### src/ieg_defs.vh
// Register offsets, field positions, reset values and timing counts.
`ifndef IEG_DEFS_VH
`define IEG_DEFS_VH

// Printed offsets are not multiples of four, so they are word indices.
`define IEG_IDX_REQ 10'h00FD
`define IEG_IDX_EN 10'h00FF
// Extra registers for the block's own status, mask and gated requests.
`define IEG_IDX_IRQ_STAT 10'h0100
`define IEG_IDX_IRQ_MASK 10'h0101
`define IEG_IDX_PEND 10'h0102

`define IEG_ADDR_W 12

`define IEG_BIT_EXT_A 0
`define IEG_BIT_FIX1 1
`define IEG_BIT_SERIAL 2
`define IEG_BIT_TICK 3
`define IEG_BIT_EXT_B 4
`define IEG_BIT_TWOWIRE 5
`define IEG_BIT_TIMER 6
`define IEG_BIT_TSEL 7

`define IEG_EN_RESET 8'h00
`define IEG_REQ_RESET 8'h00
`define IEG_REQ_MASK 8'h7D
`define IEG_STAT_RESET 8'h00
`define IEG_MASK_RESET 8'h00

// Main clock divider for the periodic tick.
`define IEG_TICK_DIV 4096
`define IEG_TICK_W 12

`endif

### src/ieg_top.v
// Second interrupt enable group with request flags and an APB slave.
// Function
// [RULE1] Enable bit 0 gates the first external pin interrupt, resets to 0.
// [RULE2] Software keeps enable bit 1 at 0; it is stored and has no effect.
// [RULE3] Enable bit 2 gates the serial interrupt and resets to 0.
// [RULE4] Enable bit 3 gates the main clock divided by 4096 tick.
// [RULE5] Enable bit 4 gates the second external pin interrupt.
// [RULE6] Enable bit 5 gates the two-wire interface interrupt.
// [RULE7] Enable bit 6 gates the shared timer interrupt.
// [RULE8] Enable bit 7 picks timer 5 (0) or timer 6 (1) overflow as source.
// [RULE9] The request register holds flags at the same bit positions.
// [RULE10] Hardware sets flags; writing 0 clears one, writing 1 keeps it.
// [RULE11] A source is raised to the core only while flag and enable are 1; irq is raised from status and irq_mask, ignoring both.
//
// Design decision made here: the APB slave port.
`include "ieg_defs.vh"

module ieg_top (
  // Clock and reset.
  input wire sys_clk,
  input wire rst_n,
  // APB slave.
  input wire psel,
  input wire penable,
  input wire pwrite,
  input wire [`IEG_ADDR_W-1:0] paddr,
  input wire [31:0] pwdata,
  output reg [31:0] prdata,
  output reg pready,
  output reg pslverr,
  // External pins, asynchronous.
  input wire ext_irq_pin_a,
  input wire ext_irq_pin_b,
  // Same-clock event pulses from peripherals.
  input wire serial_event,
  input wire twowire_event,
  input wire timer5_overflow,
  input wire timer6_overflow,
  // Towards the core.
  output reg [7:0] core_irq_request,
  output reg irq
);

  ////////////////////////////////////////////////////////////////////////
  // Register storage.
  reg [7:0] interrupt_enable_two;
  reg [7:0] interrupt_request_two;
  reg [7:0] irq_status;
  reg [7:0] irq_mask;
  reg [`IEG_TICK_W-1:0] tick_count;
  reg [7:0] next_request;
  reg [7:0] next_status;
  reg [31:0] next_rdata;
  reg next_slverr;

  // Pin conditioning.
  wire [1:0] pin_raw;
  wire [1:0] pin_rise;

  // Sources, gating and bus decode.
  wire [7:0] events;
  wire [7:0] req_and_en;
  wire [7:0] gated;
  wire [7:0] wdata;
  wire [7:0] req_clear;
  wire [7:0] stat_clear;
  wire tick_event;
  wire timer_event;
  wire setup;
  wire access;
  wire wr;
  wire hit_req;
  wire hit_en;
  wire hit_stat;
  wire hit_mask;
  wire hit_pend;
  wire hit_any;

  genvar p;

  ////////////////////////////////////////////////////////////////////////
  // Registers are whole aligned words; a set low address bit is refused.
  function sel_reg;
    input [`IEG_ADDR_W-1:0] addr;
    input [`IEG_ADDR_W-3:0] idx;
    begin
      sel_reg = (addr[1:0] == 2'b00) &&
        (addr[`IEG_ADDR_W-1:2] == idx);
    end
  endfunction

  // Shared by request and status: clear first, then a new event wins.
  function [7:0] flag_update;
    input [7:0] cur;
    input [7:0] set;
    input [7:0] clr;
    begin
      flag_update = (cur & ~clr) | set;
    end
  endfunction

  // Zero-extends a byte register to the bus width.
  function [31:0] word_of;
    input [7:0] val;
    begin
      word_of = {24'h00_0000, val};
    end
  endfunction

  ////////////////////////////////////////////////////////////////////////
  // APB decode.
  assign setup = psel && !penable;
  assign access = psel && penable;
  // A write lands only at the edge where the slave shows ready, so a
  // master that stretches the access phase cannot write twice.
  assign wr = access && pready && pwrite;
  assign wdata = pwdata[7:0];

  assign hit_req = sel_reg(paddr, `IEG_IDX_REQ);
  assign hit_en = sel_reg(paddr, `IEG_IDX_EN);
  assign hit_stat = sel_reg(paddr, `IEG_IDX_IRQ_STAT);
  assign hit_mask = sel_reg(paddr, `IEG_IDX_IRQ_MASK);
  assign hit_pend = sel_reg(paddr, `IEG_IDX_PEND);
  assign hit_any = hit_req || hit_en || hit_stat || hit_mask || hit_pend;

  ////////////////////////////////////////////////////////////////////////
  // Three sync stages and a level flip-flop per pin; a level change counts only once the second
  // and third stages agree, which drops a one-cycle glitch.
  assign pin_raw = {ext_irq_pin_b, ext_irq_pin_a};

  generate
    for (p = 0; p < 2; p = p + 1) begin : g_pin
      reg [2:0] sync;
      reg level;
      wire agree;
      assign agree = (sync[2] == sync[1]);
      always @(posedge sys_clk or negedge rst_n) begin
        if (!rst_n) begin
          sync <= 3'h0;
          level <= 1'b0;
        end else begin
          sync <= {sync[1:0], pin_raw[p]};
          if (agree) begin
            level <= sync[2];
          end
        end
      end
      // The filtered level resets low like an idle pin, so no false
      // edge follows reset.
      assign pin_rise[p] = agree && sync[2] && !level;
    end
  endgenerate

  ////////////////////////////////////////////////////////////////////////
  // [RULE4] Divide-by-4096 tick.
  always @(posedge sys_clk or negedge rst_n) begin
    if (!rst_n) begin
      tick_count <= {`IEG_TICK_W{1'b0}};
    end else begin
      tick_count <= tick_count + 1'b1;
    end
  end

  // The divider runs free from reset and software cannot restart it, so
  // the first tick after an enable may come early.
  assign tick_event = (tick_count == {`IEG_TICK_W{1'b1}});

  // [RULE8] Shared timer source select.
  assign timer_event = interrupt_enable_two[`IEG_BIT_TSEL] ?
    timer6_overflow : timer5_overflow;

  ////////////////////////////////////////////////////////////////////////
  // Each cycle that a same-clock input is high is one event, so a held
  // level keeps its flag set, since the event wins over a software clear.
  // [RULE9] Request flag positions.
  assign events[`IEG_BIT_EXT_A] = pin_rise[0];
  assign events[`IEG_BIT_FIX1] = 1'b0;
  assign events[`IEG_BIT_SERIAL] = serial_event;
  assign events[`IEG_BIT_TICK] = tick_event;
  assign events[`IEG_BIT_EXT_B] = pin_rise[1];
  assign events[`IEG_BIT_TWOWIRE] = twowire_event;
  assign events[`IEG_BIT_TIMER] = timer_event;
  // Bit 7 is the source select, never a request.
  assign events[`IEG_BIT_TSEL] = 1'b0;

  ////////////////////////////////////////////////////////////////////////
  // [RULE10] Zero clears.
  assign req_clear = (wr && hit_req) ? ~wdata : 8'h00;
  // Status bits are write-one-to-clear.
  assign stat_clear = (wr && hit_stat) ? wdata : 8'h00;

  // [RULE10] Set wins over clear.
  always @* begin
    next_request = flag_update(interrupt_request_two, events, req_clear) &
      `IEG_REQ_MASK;
  end

  // Status takes raw events, so software sees a source even when it is
  // gated off from the core.
  always @* begin
    next_status = flag_update(irq_status, events, stat_clear);
  end

  ////////////////////////////////////////////////////////////////////////
  // Enable bits gate only the path to the core; flags keep collecting
  // while disabled, so a late enable raises an old request at once.
  // [RULE11] Flag and enable both required.
  assign req_and_en = interrupt_request_two & interrupt_enable_two;

  // [RULE1] Pin a gate.
  assign gated[`IEG_BIT_EXT_A] = req_and_en[`IEG_BIT_EXT_A];
  // Bit one has no source behind it.
  assign gated[`IEG_BIT_FIX1] = 1'b0;
  // [RULE3] Serial gate.
  assign gated[`IEG_BIT_SERIAL] = req_and_en[`IEG_BIT_SERIAL];
  // [RULE4] Tick gate.
  assign gated[`IEG_BIT_TICK] = req_and_en[`IEG_BIT_TICK];
  // [RULE5] Pin b gate.
  assign gated[`IEG_BIT_EXT_B] = req_and_en[`IEG_BIT_EXT_B];
  // [RULE6] Two-wire gate.
  assign gated[`IEG_BIT_TWOWIRE] = req_and_en[`IEG_BIT_TWOWIRE];
  // [RULE7] Timer gate.
  assign gated[`IEG_BIT_TIMER] = req_and_en[`IEG_BIT_TIMER];
  // Bit 7 selects a source and never raises anything.
  assign gated[`IEG_BIT_TSEL] = 1'b0;

  ////////////////////////////////////////////////////////////////////////
  // Request flags; bits 1 and 7 stay zero through the request mask.
  always @(posedge sys_clk or negedge rst_n) begin
    if (!rst_n) begin
      interrupt_request_two <= `IEG_REQ_RESET;
    end else begin
      interrupt_request_two <= next_request;
    end
  end

  // Sticky status for the level interrupt.
  always @(posedge sys_clk or negedge rst_n) begin
    if (!rst_n) begin
      irq_status <= `IEG_STAT_RESET;
    end else begin
      irq_status <= next_status;
    end
  end

  // [RULE11] Registered core request.
  always @(posedge sys_clk or negedge rst_n) begin
    if (!rst_n) begin
      core_irq_request <= 8'h00;
    end else begin
      core_irq_request <= gated;
    end
  end

  // The level interrupt looks at the next status, so it rises in the same
  // cycle as the sticky bit rather than one later.
  always @(posedge sys_clk or negedge rst_n) begin
    if (!rst_n) begin
      irq <= 1'b0;
    end else begin
      irq <= |(next_status & irq_mask);
    end
  end

  ////////////////////////////////////////////////////////////////////////
  // [RULE1] Enable register, all bits read back.
  always @(posedge sys_clk or negedge rst_n) begin
    if (!rst_n) begin
      interrupt_enable_two <= `IEG_EN_RESET;
    end else begin
      // [RULE2] Bit one stored only.
      if (wr && hit_en) begin
        interrupt_enable_two <= wdata;
      end
    end
  end

  // Interrupt mask for the level output.
  always @(posedge sys_clk or negedge rst_n) begin
    if (!rst_n) begin
      irq_mask <= `IEG_MASK_RESET;
    end else begin
      if (wr && hit_mask) begin
        irq_mask <= wdata;
      end
    end
  end

  ////////////////////////////////////////////////////////////////////////
  // Read data and refusal are worked out in the setup cycle and
  // registered, so they stand with ready in the first access cycle.
  // An unmapped or unaligned word reads as zero with an error, and a
  // write there changes nothing.
  always @* begin
    next_rdata = 32'h0000_0000;
    next_slverr = 1'b0;
    if (setup) begin
      if (hit_req) begin
        next_rdata = word_of(interrupt_request_two);
      end else if (hit_en) begin
        next_rdata = word_of(interrupt_enable_two);
      end else if (hit_stat) begin
        next_rdata = word_of(irq_status);
      end else if (hit_mask) begin
        next_rdata = word_of(irq_mask);
      end else if (hit_pend) begin
        next_rdata = word_of(gated);
      end
      next_slverr = !hit_any;
    end
  end

  // One wait-free access cycle: ready rises in the first access cycle.
  always @(posedge sys_clk or negedge rst_n) begin
    if (!rst_n) begin
      pready <= 1'b0;
    end else begin
      pready <= setup;
    end
  end

  // Read data, zero except in the cycle after a setup phase, writes included.
  always @(posedge sys_clk or negedge rst_n) begin
    if (!rst_n) begin
      prdata <= 32'h0000_0000;
    end else begin
      prdata <= next_rdata;
    end
  end

  // Error response, high only beside ready.
  always @(posedge sys_clk or negedge rst_n) begin
    if (!rst_n) begin
      pslverr <= 1'b0;
    end else begin
      pslverr <= next_slverr;
    end
  end

endmodule // ieg_top

### config.mk
export PLATFORM = sky130hd
export DESIGN_NAME = ieg_top
export DESIGN_NICKNAME = d
export VERILOG_FILES = /design/src/ieg_top.v
export VERILOG_INCLUDE_DIRS = /design/src /design/src/src
export SDC_FILE = /design/constraint.sdc
export NUM_CORES = 1
export LEC_CHECK = 0
export BUFFER_PORTS_ARGS = -buffer_cell sky130_fd_sc_hd__buf_2
export CAP_MARGIN = 20
export CORE_ASPECT_RATIO = 0.75
export CORE_UTILIZATION = 46
export DETAILED_ROUTE_END_ITERATION = 8
export PLACE_DENSITY = 0.78
export SLEW_MARGIN = 10
export SYNTH_ARGS = -nofsm -noshare
export SYNTH_HDL_FRONTEND = slang
export SYNTH_SLANG_ARGS = --single-unit
### constraint.sdc
create_clock -name sys_clk -period 1.43 [get_ports sys_clk]
set_clock_uncertainty 0.05 [all_clocks]
set_input_delay 0.2145 -clock sys_clk [delete_from_list [all_inputs] [get_ports sys_clk]]
set_output_delay 0.2145 -clock sys_clk [all_outputs]
set_load 0.02 [all_outputs]
# Word level (Yosys, flattened, before mapping)
# Cells that the tools add are included.
# op_classes
n_mux	10
addsub	1
n_reduce_logical	27
eq_ne	8
bitwise_logic	9
# op_table
op	n
$mux W8	6
$eq A10 B9 Y1 const B	3
$eq A10 B8 Y1 const B	2
$logic_and A1 B1 Y1	17
$and A8 B8 Y8	2
$and A7 B7 Y7	2
$mux W7	2
$not A7 Y7	2
$add A12 B1 Y12 const B	1
$eq A12 B12 Y1 const B	1
$not A8 Y8	1
$or A8 B7 Y8	1
$reduce_or A8 Y1	1
$or A7 B7 Y7	1
$logic_not A1 Y1	4
$logic_or A1 B1 Y1	4
$eq A1 B1 Y1	2
$logic_not A2 Y1	1
$mux W1	2
# totals
wordCells	69
input_bits	55
register_bits	91

# Logic depth before layout (Yosys ltp)
# Gate-level depths: netlist of run 1.
# depth
word_depth	10
depth_mapped	6

# Worst setup path after synthesis of run 1
# OpenSTA, ideal clock, no wires.
# synth_path
path_kind	input to register
startpoint	input paddr[9]
endpoint	register irq_mask[0]
setup_slack_ps	-316
path_stages	5
setup_time_ps	125
arrival_time_ps	1571
path_cell_list	nor4b_4 > nand3_4 > or4_4 > buf_6 > mux2_4
# synth_via
elab_chain_cells	3
# synth_rtl
element	line_no	source
start, declared	ieg_top.v:26	input wire [`IEG_ADDR_W-1:0] paddr,
$eq A10 B9 Y1	ieg_top.v:88	(addr[`IEG_ADDR_W-1:2] == idx);
$logic_and A1 B1 Y1	ieg_top.v:87	sel_reg = (addr[1:0] == 2'b00) &&
$logic_and A1 B1 Y1	ieg_top.v:283	if (wr && hit_mask) begin
end signal, assigned	ieg_top.v:281	irq_mask <= `IEG_MASK_RESET;
end signal, assigned	ieg_top.v:284	irq_mask <= wdata;
end, declared	ieg_top.v:49	reg [7:0] irq_mask;
# Every way passes these cells.
# A chain may end at the register's enable or synchronous reset.

# Worst setup path after layout of run 1
# layout_path
startpoint	register pready
endpoint	register irq
# layout_via
elab_chain_cells	9
# layout_rtl
element	line_no	source
start, declared	ieg_top.v:29	output reg pready,
start signal, assigned	ieg_top.v:318	pready <= setup;
$logic_and A1 B1 Y1 (2 in series)	ieg_top.v:116	assign wr = access && pready && pwrite;
$logic_and A1 B1 Y1	ieg_top.v:190	assign stat_clear = (wr && hit_stat) ? wdata : 8'h00;
$mux W8	ieg_top.v:190	
$not A8 Y8	ieg_top.v:98	flag_update = (cur & ~clr) | set;
$and A8 B8 Y8	ieg_top.v:98	
$or A8 B7 Y8	ieg_top.v:98	
$and A8 B8 Y8	ieg_top.v:261	irq <= |(next_status & irq_mask);
$reduce_or A8 Y1	ieg_top.v:261	
end signal, assigned	ieg_top.v:261	
end, declared	ieg_top.v:41	output reg irq
# Every way passes these cells.

==> metrics, run 1 <==
filler cell count approximately 490; row cnt 25; CP most frequent cell and4_4; yosys warns 0; syn_area_per_cell roughly 11 um2; Hold Crit Class in -> reg; top-count cell post-synth dfrtp_1; Hold Fails Final Rpt 0; root buf cell clkbuf_8; CP peak stage delay around 0.37 ns; multi-input logic area about 0.0014 mm2; sequential share of the synthesized area ~53%; post-synth cell types 44; Async SR Flop Fraction 100%; Pleak a little under 0.002 uW; CP top delay family simple AND/OR/NAND/NOR gates; die area around 0.0072 mm2; register bit total from synthesis 67; leading area contributor after synthesis dfrtp_1; CP max-delay cell dfrtp_2; DIE WIDTH ~98 um; share of the synthesized area in the top cell type 52.9%; area of placed instances ~0.0037 mm2; Initial DRC Count 200; clock slew at reported path FFs ~0.070 ns; fin. max-slew vios 0; Power Dens Cells just over 900 mW/mm2; Post-DRT Antenna Nets 0; CORE AREA roughly 0.0065 mm2; fin crit share 112%; count of final setup violators 11; nets@finish 448; Final min period between 1.5 and 2 ns; worst-path cell chain and4_4, and4_4, buf_6, a31oi_4, nor4_2, o211ai_1; critical path class reg -> reg; number of remaining DRC errors 8; post-layout power roughly 3800 uW; largest net degree at the start of global routing 34; RSZ-0062 raised after global routing yes; First-pass DRT Iterations 7; Top Ports slightly below 100; Max IR drop VDD between 400 and 500 uV; vias in the first global route between 2,000 and 2,500; Total Wirelength roughly 7800 um; Setup crit start kind flip-flop; post-layout instance area approximately 0.004 mm2; Final Non-Filler Cells around 480; initial antenna violation count 0; total number of vias 2,562; antenna cell count 0; Fin Setup TNS -1.40 ns; number of placed cells counting well taps around 450; run status finished, violations left; Global Route Usage Sum 22.5%; GRT Residual Overflow 0; synth-to-layout area growth 29.4%; CP bufs+invs 1; final worst setup slack -0.178 ns; fmax 622 MHz; post-DR wirelength/cell around 16 um; layout cells sized above 1 37.2%; Clk Latency, worst-skew pair approximately 0.34 ns; CTS H-tree depth 3; Die Ht 73.9 um; clk sinks 67; Initial Utilization between 40% and 50%; Max-cap violations 0; Port Buffers 47; hpwl dp between 5000 and 6000 um; maximum clock path buffer count 2; top cells by count, synth dfrtp_1, nand2_1, buf_4; Synth area leaders dfrtp_1, buf_4, nand2_1; synthesized cell area 0.00317 mm2; CP arrival between 1.5 and 2 ns; WP data required approximately 1.6 ns; area taken by flip-flops and latches about 0.0017 mm2; drt via density approximately 5.4; CTS tree built; failing checks DRC, setup timing; CP endpoint kind flip-flop; first-pass GRT wire length between 10,000 and 15,000 um; ys flop type dfrtp_1; Post-Synthesis Cells approximately 290; number of flops mapped to enable cells by yosys 0; final RePlAce weighted congestion 0.882; Inserted Clock Buffers 9; Max FO, Critical Path 6
[cell families (layout without fill, tap and decap cells)]
kind of cell | count (synthesis) | in the layout | share of synthesized area, %
compound gates | 46 | 46 | 8.88
xor+xnor | 10 | 10 | 2.76
fa+ha+maj | 3 | 3 | 1.18
buf+inv | 39 | 122 | 8.01
flops | 67 | 67 | 52.9
mux | 22 | 22 | 8.61
other cells | 1 | 26 | 0.118
simple gates | 99 | 99 | 17.5
[stage by stage]
stage / hold WS (ns) / worst slack [ns] / util [%]
after floorplan: -0.131 / -0.309 / -
after global placement: 0.0981 / -0.403 / 57.9
after detailed placement: 0.105 / -0.443 / 57.9
after CTS: 0.0627 / -0.180 / 62.3
after global routing: 0.0635 / -0.256 / 63.3
final: 0.0860 / -0.178 / 63.3
[state kept, by name (all words and copies together) (netlist names)]
| signal | flops |
|---|---|
| core_irq_request | 6 |
| g_pin.level | 2 |
| g_pin.sync | 6 |
| interrupt_enable_two | 8 |
| interrupt_request_two | 6 |
| irq | 1 |
| irq_mask | 8 |
| irq_status | 8 |
| prdata | 8 |
| pready | 1 |
| pslverr | 1 |
| tick_count | 12 |
[worst paths after layout]
path | depth (start not counted) | slack (ns) | endpoint | start
min reg2reg | 0 | 0.30 | g_pin[0].sync[1] | g_pin[0].sync[0]
max in group asynchronous | 3 | 0.47 | tick_count[3] | rst_n
max reg2reg | 6 | -0.18 | irq | pready
min | 3 | 0.09 | irq_status[5] | twowire_event
max | 6 | -0.18 | irq | pready
min in group asynchronous | 2 | 0.26 | interrupt_enable_two[2] | rst_n
[placed cells by master (no fill, tap or decap), types with 4 or more instances in the layout]
cell      netlist  final
dfrtp_1        67     66
buf_2           2     45
buf_4          26     41
nand2_1        34     30
conb_1          1     26
mux2_4          8     16
nor2_1         13     13
o21ai_0        12     10
nand3_1         9      9
inv_1           9      9
a21oi_1         9      9
clkbuf_8        0      9
and2_1          8      8
xnor2_1         8      8
buf_6           1      6
nor2b_1         5      5
and3_1          5      5
nand4_1         5      5
o22ai_1         6      5
nand2_2         0      4
mux2i_1         4      4
nand2b_1        4      4
o31ai_1         4      4
[worst register-to-register path: cells and delay by family (launching register included)]
family / cells / cell delay [ns]
AO/OA/AOI/OAI: 2 / 0.20
buffers and inverters: 1 / 0.14
flip-flops: 1 / 0.37
AND/OR/NAND/NOR: 3 / 0.72
[report_power, final]
part | switching [uW] | internal (uW) | total, uW
clock | 721 | 805 | 1530
sequential | 10.8 | 1910 | 1930
combinational | 207 | 116 | 323
total | 938 | 2840 | 3770
[repair_timing]
action                                 in CTS  in global routing
resized for setup                           9                 16
pin swaps                                  10                  7
setup endpoints to repair                  12                 25
endpoints found under the hold margin      16                  0
setup buffers                               4                  2
gates cloned                                1                  0
hold buffers                                3                  0
[layout make-up]
cell class | instances | area share (%)
flip-flops and latches | 67 | 40.9
multi-input cells | 206 | 34.8
repair buffers | 97 | 16.4
clock buffers | 10 | 3.11
well taps | 81 | 2.47
clock inverters | 6 | 1.56
inverters | 9 | 0.824
[per-layer routing]
layer  part of all wire (%)  wire length [um]  track usage (%)  vias up
li1                       -                 -                -     1157
met1                     44              3430             30.2     1271
met2                     48              3720             35.5      119
met3                    6.7               524             6.37       15
met4                    1.6               121             7.24        0
met5                      0                 0                0        -
No activity file was read; power rests on OpenSTA's default activity.
==> run 2: changes to the inputs <==
ABC_AREA = 1   (was default)
PLACE_DENSITY = 0.77   (was 0.78)
==> metrics, run 2 <==
nets@finish 504 (+13%); final RePlAce weighted congestion 0.832 (-5.6%); Max-cap violations 0 (unchanged); yosys warns 0 (unchanged); RSZ-0062 raised after global routing yes; total number of vias 2,612 (+2.0%); Setup WS pre-CTS -0.134 ns (+0.309 ns); area of placed instances 0.00373 mm2 (-0.43%); synthesized cell area 0.00328 mm2 (+3.4%); post-DR wirelength/cell 12.8 um (-22%); WHS 0.0209 ns (-0.0650 ns); Hold Crit Class in -> reg; syn_area_per_cell 9.28 um2 (-16%); Clk Latency, worst-skew pair 0.35 ns (about the same); area taken by flip-flops and latches 0.00168 mm2 (about the same); Top Ports 98 (unchanged); Inserted Clock Buffers 9 (unchanged); number of remaining DRC errors 0 (-8); die area 0.00747 mm2 (+3.3%); drt via density 4.76 (-12%); CP most frequent cell nand2_1; register bit total from synthesis 67 (unchanged); Die Ht 75.1 um (+1.6%); Global Route Usage Sum 20.0% (-2.4 points); Max FO, Critical Path 3 (-3); fin. max-slew vios 0 (unchanged); Synth Area in Compound Gates 9.05% (+0.17 points); fin crit share 106% (-6.0 points); hpwl dp 4820 um (-10%); adder-cell share of the synthesized area 1.15% (-0.039 points); r2r setup slk -0.09 ns (+0.09 ns); largest net degree at the start of global routing 68 (+100%); First-pass DRT Iterations 5 (-2); layout cells sized above 1 33.3% (-4.0 points); CTS tree built; Pleak 0.00215 uW (+8.3%); WP data required 1.66 ns (+0.07 ns); top-count cell post-synth nand2_1; CP bufs+invs 0 (-1); CORE AREA 0.00686 mm2 (+6.0%); synth-to-layout area growth 26.1%; Async SR Flop Fraction 100% (unchanged); worst-path cell chain ha_4, nand3_4, nor3_4, nand4_1, nand2_1, nand2_1, nand2_2, nor2_1, nand2_1; row cnt 26 (+4.0%); clk sinks 67 (unchanged); leading area contributor after synthesis dfrtp_1; main combinational cell family by area after synthesis simple AND/OR/NAND/NOR gates; final worst setup slack -0.0919 ns (+0.0857 ns); post-synth cell types 34 (-23%); multi-input logic area 0.00135 mm2 (-5.4%); share of the synthesized area in the top cell type 51.2% (-1.7 points); CTS H-tree depth 3 (unchanged); Max IR drop VDD 598 uV (+28%); run status finished, violations left; Synth area leaders dfrtp_1, nand2_1, buf_4; first-pass GRT wire length 11,200 um (-8.2%); post-layout power 4090 uW (+8.5%); Port Buffers 47 (unchanged); vias in the first global route 2,458 (+0.49%); GRT Residual Overflow 0 (unchanged); multiplexer share of the synthesized area 0.305% (-8.3 points); Final min period 1.52 ns (-0.0857 ns); top cells by count, synth nand2_1, dfrtp_1, inv_1; failing checks setup timing; xor/xnor share of the synthesized area 2.67% (-0.091 points); CP max-delay cell dfrtp_1; clock slew at reported path FFs 0.07 ns (about the same); Biggest register tick_count; DIE WIDTH 99.5 um (+1.7%); Total Wirelength 7030 um (-9.9%); CP peak stage delay 0.44 ns (+0.07 ns); Power Dens Cells 991 mW/mm2 (+7.7%); maximum clock path buffer count 2 (unchanged); Initial Utilization 47.7% (-1.2 points); count of final setup violators 5 (-6); Initial DRC Count 129 (-36%); initial antenna violation count 0 (unchanged); ys flop type dfrtp_1; root buf cell clkbuf_8; leading cell type in the layout, fill and taps excluded nand2_1; commonest cells after routing, fill and taps aside nand2_1, dfrtp_1, buf_2; CP arrival 1.75 ns (-0.02 ns); critical path class reg -> reg; Post-DRT Antenna Nets 0 (unchanged); Hold Fails Final Rpt 0 (unchanged); number of flops mapped to enable cells by yosys 0 (unchanged); CP endpoint kind flip-flop; post-layout instance area 0.00413 mm2 (+0.76%); CP top delay family simple AND/OR/NAND/NOR gates; Post-Synthesis Cells 353 (+23%); Setup crit start kind flip-flop; Simple-Gate Fraction of Synth Area 22.8% (+5.2 points); sequential share of the synthesized area 51.2% (-1.7 points); filler cell count 583 (+18%); fmax 657 MHz (+5.6%); max FFs per register 12 (unchanged); Fin Setup TNS -0.204 ns (+1.19 ns); antenna cell count 0 (unchanged)
-- run 2: cell count changes after synthesis, sizes merged, moves of 7 or more --
cell	delta
xnor2	-7
o21ai	+18
xor2	+7
nand3	+11
inv	+36
mux2	-18
nand2	+55
and2	-7
-- run 2: cell families after synthesis --
kind of cell / count (synthesis)
other cells: 1
fa+ha+maj: 3
compound gates: 47
simple gates: 148
flops: 67
xor+xnor: 10
mux: 1
buf+inv: 76
-- run 2: tightest hold or removal path, delay by kind of cell --
kind | cells | cell delay, ns
buf+inv | 2 | 0.11
simple gates | 1 | 0.06
-- run 2: layout make-up --
| class | count | share of cell area [%] |
|---|---|---|
| clock inverters | 5 | 2.42 |
| repair buffers | 88 | 13.8 |
| clock buffers | 11 | 3.42 |
| inverters | 45 | 4.09 |
| flip-flops and latches | 67 | 40.6 |
| well taps | 98 | 2.97 |
| multi-input cells | 235 | 32.6 |
-- run 2: layer usage --
layer,vias to the layer above,wire length [um],global-route usage (%)
met5,-,0,0
met4,0,82,6.37
met3,10,408,6.13
met2,89,3320,32.0
met1,1252,3210,26.6
li1,1261,-,-
-- run 2: through the flow --
step / utilization (%) / std cells
floorplan: - / 378
global placement: 54.4 / 524
detailed placement: 54.4 / 524
CTS: 58.8 / 545
global route: 60.2 / 549
finish: 60.2 / 549
-- run 2: repair_timing --
item | in CTS | in global routing
pin swaps | 7 | 10
gates resized for setup | 6 | 15
hold endpoints to repair | 69 | 0
hold buffers | 3 | 0
gates cloned | 0 | 0
setup endpoints to repair | 7 | 23
buffers inserted | 2 | 4
-- run 2: where the power goes --
part	total, uW	internal (uW)	leakage [uW]	switching, uW
Combinational	279	84.1	0.00119	195
Sequential	1920	1910	0.000834	6.59
Clock	1890	1200	0.000123	694
Total	4090	3200	0.00215	895
-- run 2: final timing paths --
check / start / endpoint / cells past startpoint
setup / recovery: tick_count[1] / irq / 9
hold / removal: twowire_event / interrupt_request_two[5] / 3
setup reg to reg: tick_count[1] / irq / 9
hold reg to reg: g_pin[1].sync[0] / g_pin[1].sync[1] / 0
max in group asynchronous: rst_n / pready / 3
min in group asynchronous: rst_n / tick_count[0] / 3
==> run 3: changes to the inputs <==
CORE_UTILIZATION = 50   (was 46)
PLACE_DENSITY = 0.8   (was 0.77)
clock period = 1.5 ns   (was 1.43 ns; I/O delays follow)
==> metrics, run 3 (synthesis results as in run 2) <==
leading cell type in the layout, fill and taps excluded nand2_1; hpwl dp 4710 um (-2.2%); commonest cells after routing, fill and taps aside nand2_1, dfrtp_1, buf_2; Inserted Clock Buffers 9 (unchanged); Hold Crit Class in -> reg; Post-DRT Antenna Nets 0 (unchanged); Max IR drop VDD 640 uV (+7.1%); antenna cell count 0 (unchanged); maximum clock path buffer count 2 (unchanged); DIE WIDTH 95.5 um (-4.0%); cell-internal power 2790 uW (-13%); die area 0.00689 mm2 (-7.8%); initial antenna violation count 0 (unchanged); CP bufs+invs 1 (+1); r2r setup slk 0.02 ns (+0.11 ns); nets@finish 501 (-0.60%); final worst setup slack 0.0168 ns (+0.109 ns); Hold Fails Final Rpt 0 (unchanged); Pleak 0.00211 uW (-2.0%); CP most frequent cell nand2_1; CP endpoint kind flip-flop; RR Startpoint tick_count[0]; synth-to-layout area growth 23.6%; clock share of power 42.1% (-4.1 points); worst-path cell chain buf_6, ha_4, nand3_4, nor3_4, nand4_1, nand2_1, nand2_1, nand2_2, nor2_1, nand2_1; CP max-delay cell dfrtp_1; clk sinks 67 (unchanged); total number of vias 2,554 (-2.2%); GRT Residual Overflow 0 (unchanged); largest net degree at the start of global routing 68 (unchanged); fmax 674 MHz (+2.6%); row cnt 25 (-3.8%); r2r worst-path depth 10 (+1); number of remaining DRC errors 0 (unchanged); Biggest register tick_count; drt via density 4.85 (+1.9%); first-pass GRT wire length 10,800 um (-3.8%); Psw 831 uW (-7.2%); First-pass DRT Iterations 4 (-1); vias in the first global route 2,374 (-3.4%); CTS tree built; Top Ports 98 (unchanged); count of final setup violators 0 (-5); R2R Path End irq; root buf cell clkbuf_8; Initial Utilization 51.9% (+4.1 points); Logic pwr share 7.3% (+0.5 points); max FFs per register 12 (unchanged); hold worst-path end interrupt_request_two[5]; Global Route Usage Sum 21.1% (+1.1 points); fin crit share 98.9% (-7.5 points); post-DR wirelength/cell 13.0 um (+1.5%); Port Buffers 47 (unchanged); CP peak stage delay 0.38 ns (-0.06 ns); Max-cap violations 0 (unchanged); layout cells sized above 1 32.3% (-0.97 points); utilization after layout 64.1% (+3.9 points); Setup crit start kind flip-flop; run status complete, no violations; clock slew at reported path FFs 0.07 ns (about the same); WP data required 1.73 ns (+0.07 ns); final RePlAce weighted congestion 0.840 (+0.99%); Hold Startpoint twowire_event; Final min period 1.48 ns (-0.0387 ns); RSZ-0062 raised after global routing yes; Setup WS pre-CTS -0.0918 ns (+0.0424 ns); Die Ht 72.1 um (-4.0%); critical path class reg -> reg; Initial DRC Count 160 (+24%); CP top delay family simple AND/OR/NAND/NOR gates; Seq pwr share 50.7% (+3.8 points); Total Wirelength 6840 um (-2.6%); Power Dens Cells 893 mW/mm2 (-9.9%); post-layout power 3620 uW (-12%); Sw Share 23.0% (+1.1 points); hold path depth 3 (unchanged); CTS H-tree depth 3 (unchanged); fin. max-slew vios 0 (unchanged); CP arrival 1.71 ns (-0.04 ns); CORE AREA 0.00632 mm2 (-7.9%); Clk Latency, worst-skew pair 0.35 ns (about the same); Max FO, Critical Path 3 (unchanged)
run 3: cell count changes in the layout (fill, tap and decap cells not counted), moves of 2 or more:
cell,delta
buf_4,-4
bufinv_16,-2
o21ai_1,-3
clkbuf_8,+2
o21ai_0,+3
run 3: final cells by class:
class / instances / area, um2
multi-input combinational: 235 / 1340
tap: 81 / 101
sequential: 67 / 1680
clock inverter: 2 / 35.0
inverter: 45 / 169
clock buffer: 12 / 165
timing repair buffer: 85 / 561
fill: 535 / 2270
run 3: power groups by stage:
stage	clock (uW)	sequential, uW	combinational, uW
global route	1630	1830	296
CTS	1550	1830	261
detailed placement	0	1870	254
floorplan	0	1870	175
finish	1520	1830	263
global placement	0	1870	247
run 3: stage by stage:
| step | hold slack (ns) | instances | cell area [um2] | TNS, ns |
|---|---|---|---|---|
| final | 0.0324 | 527 | 4050 | 0 |
| after global routing | 0.0496 | 527 | 4050 | -0.175 |
| after CTS | 0.0246 | 521 | 3940 | 0 |
| after detailed placement | 0.225 | 501 | 3660 | -0.884 |
| after global placement | 0.219 | 501 | 3660 | -0.233 |
| after floorplan | -0.121 | 378 | 3370 | 0 |
run 3: worst max path at each step:
stage	cells after the start	slack [ns]	start	end
after floorplan	9	0.06	pready	irq
after global placement	11	-0.06	paddr[9]	irq
after detailed placement	11	-0.09	paddr[7]	irq
after CTS	9	0.0003	tick_count[1]	irq
after global routing	10	-0.05	tick_count[0]	irq
final	10	0.02	tick_count[0]	irq
run 3: worst register-to-register path, delay by kind of cell (launching register included):
family,cells,cell delay [ns]
adder cells (fa/ha/maj),1,0.14
buffers and inverters,1,0.11
flip-flops,1,0.38
AND/OR/NAND/NOR,8,0.75
run 3: routing by layer:
| layer | wire (um) | vias to the layer above | GRT usage (%) |
|---|---|---|---|
| li1 | - | 1250 | - |
| met1 | 3130 | 1205 | 27.7 |
| met2 | 3200 | 86 | 33.7 |
| met3 | 426 | 13 | 5.77 |
| met4 | 89 | 0 | 8.13 |
| met5 | 0 | - | 0 |
run 3: what timing repair did:
action,in CTS,in global routing
pin swaps,4,12
setup endpoints to repair,2,6
hold endpoints to repair,69,0
resized for setup,4,16
hold buffers,3,0
buffers inserted,3,7
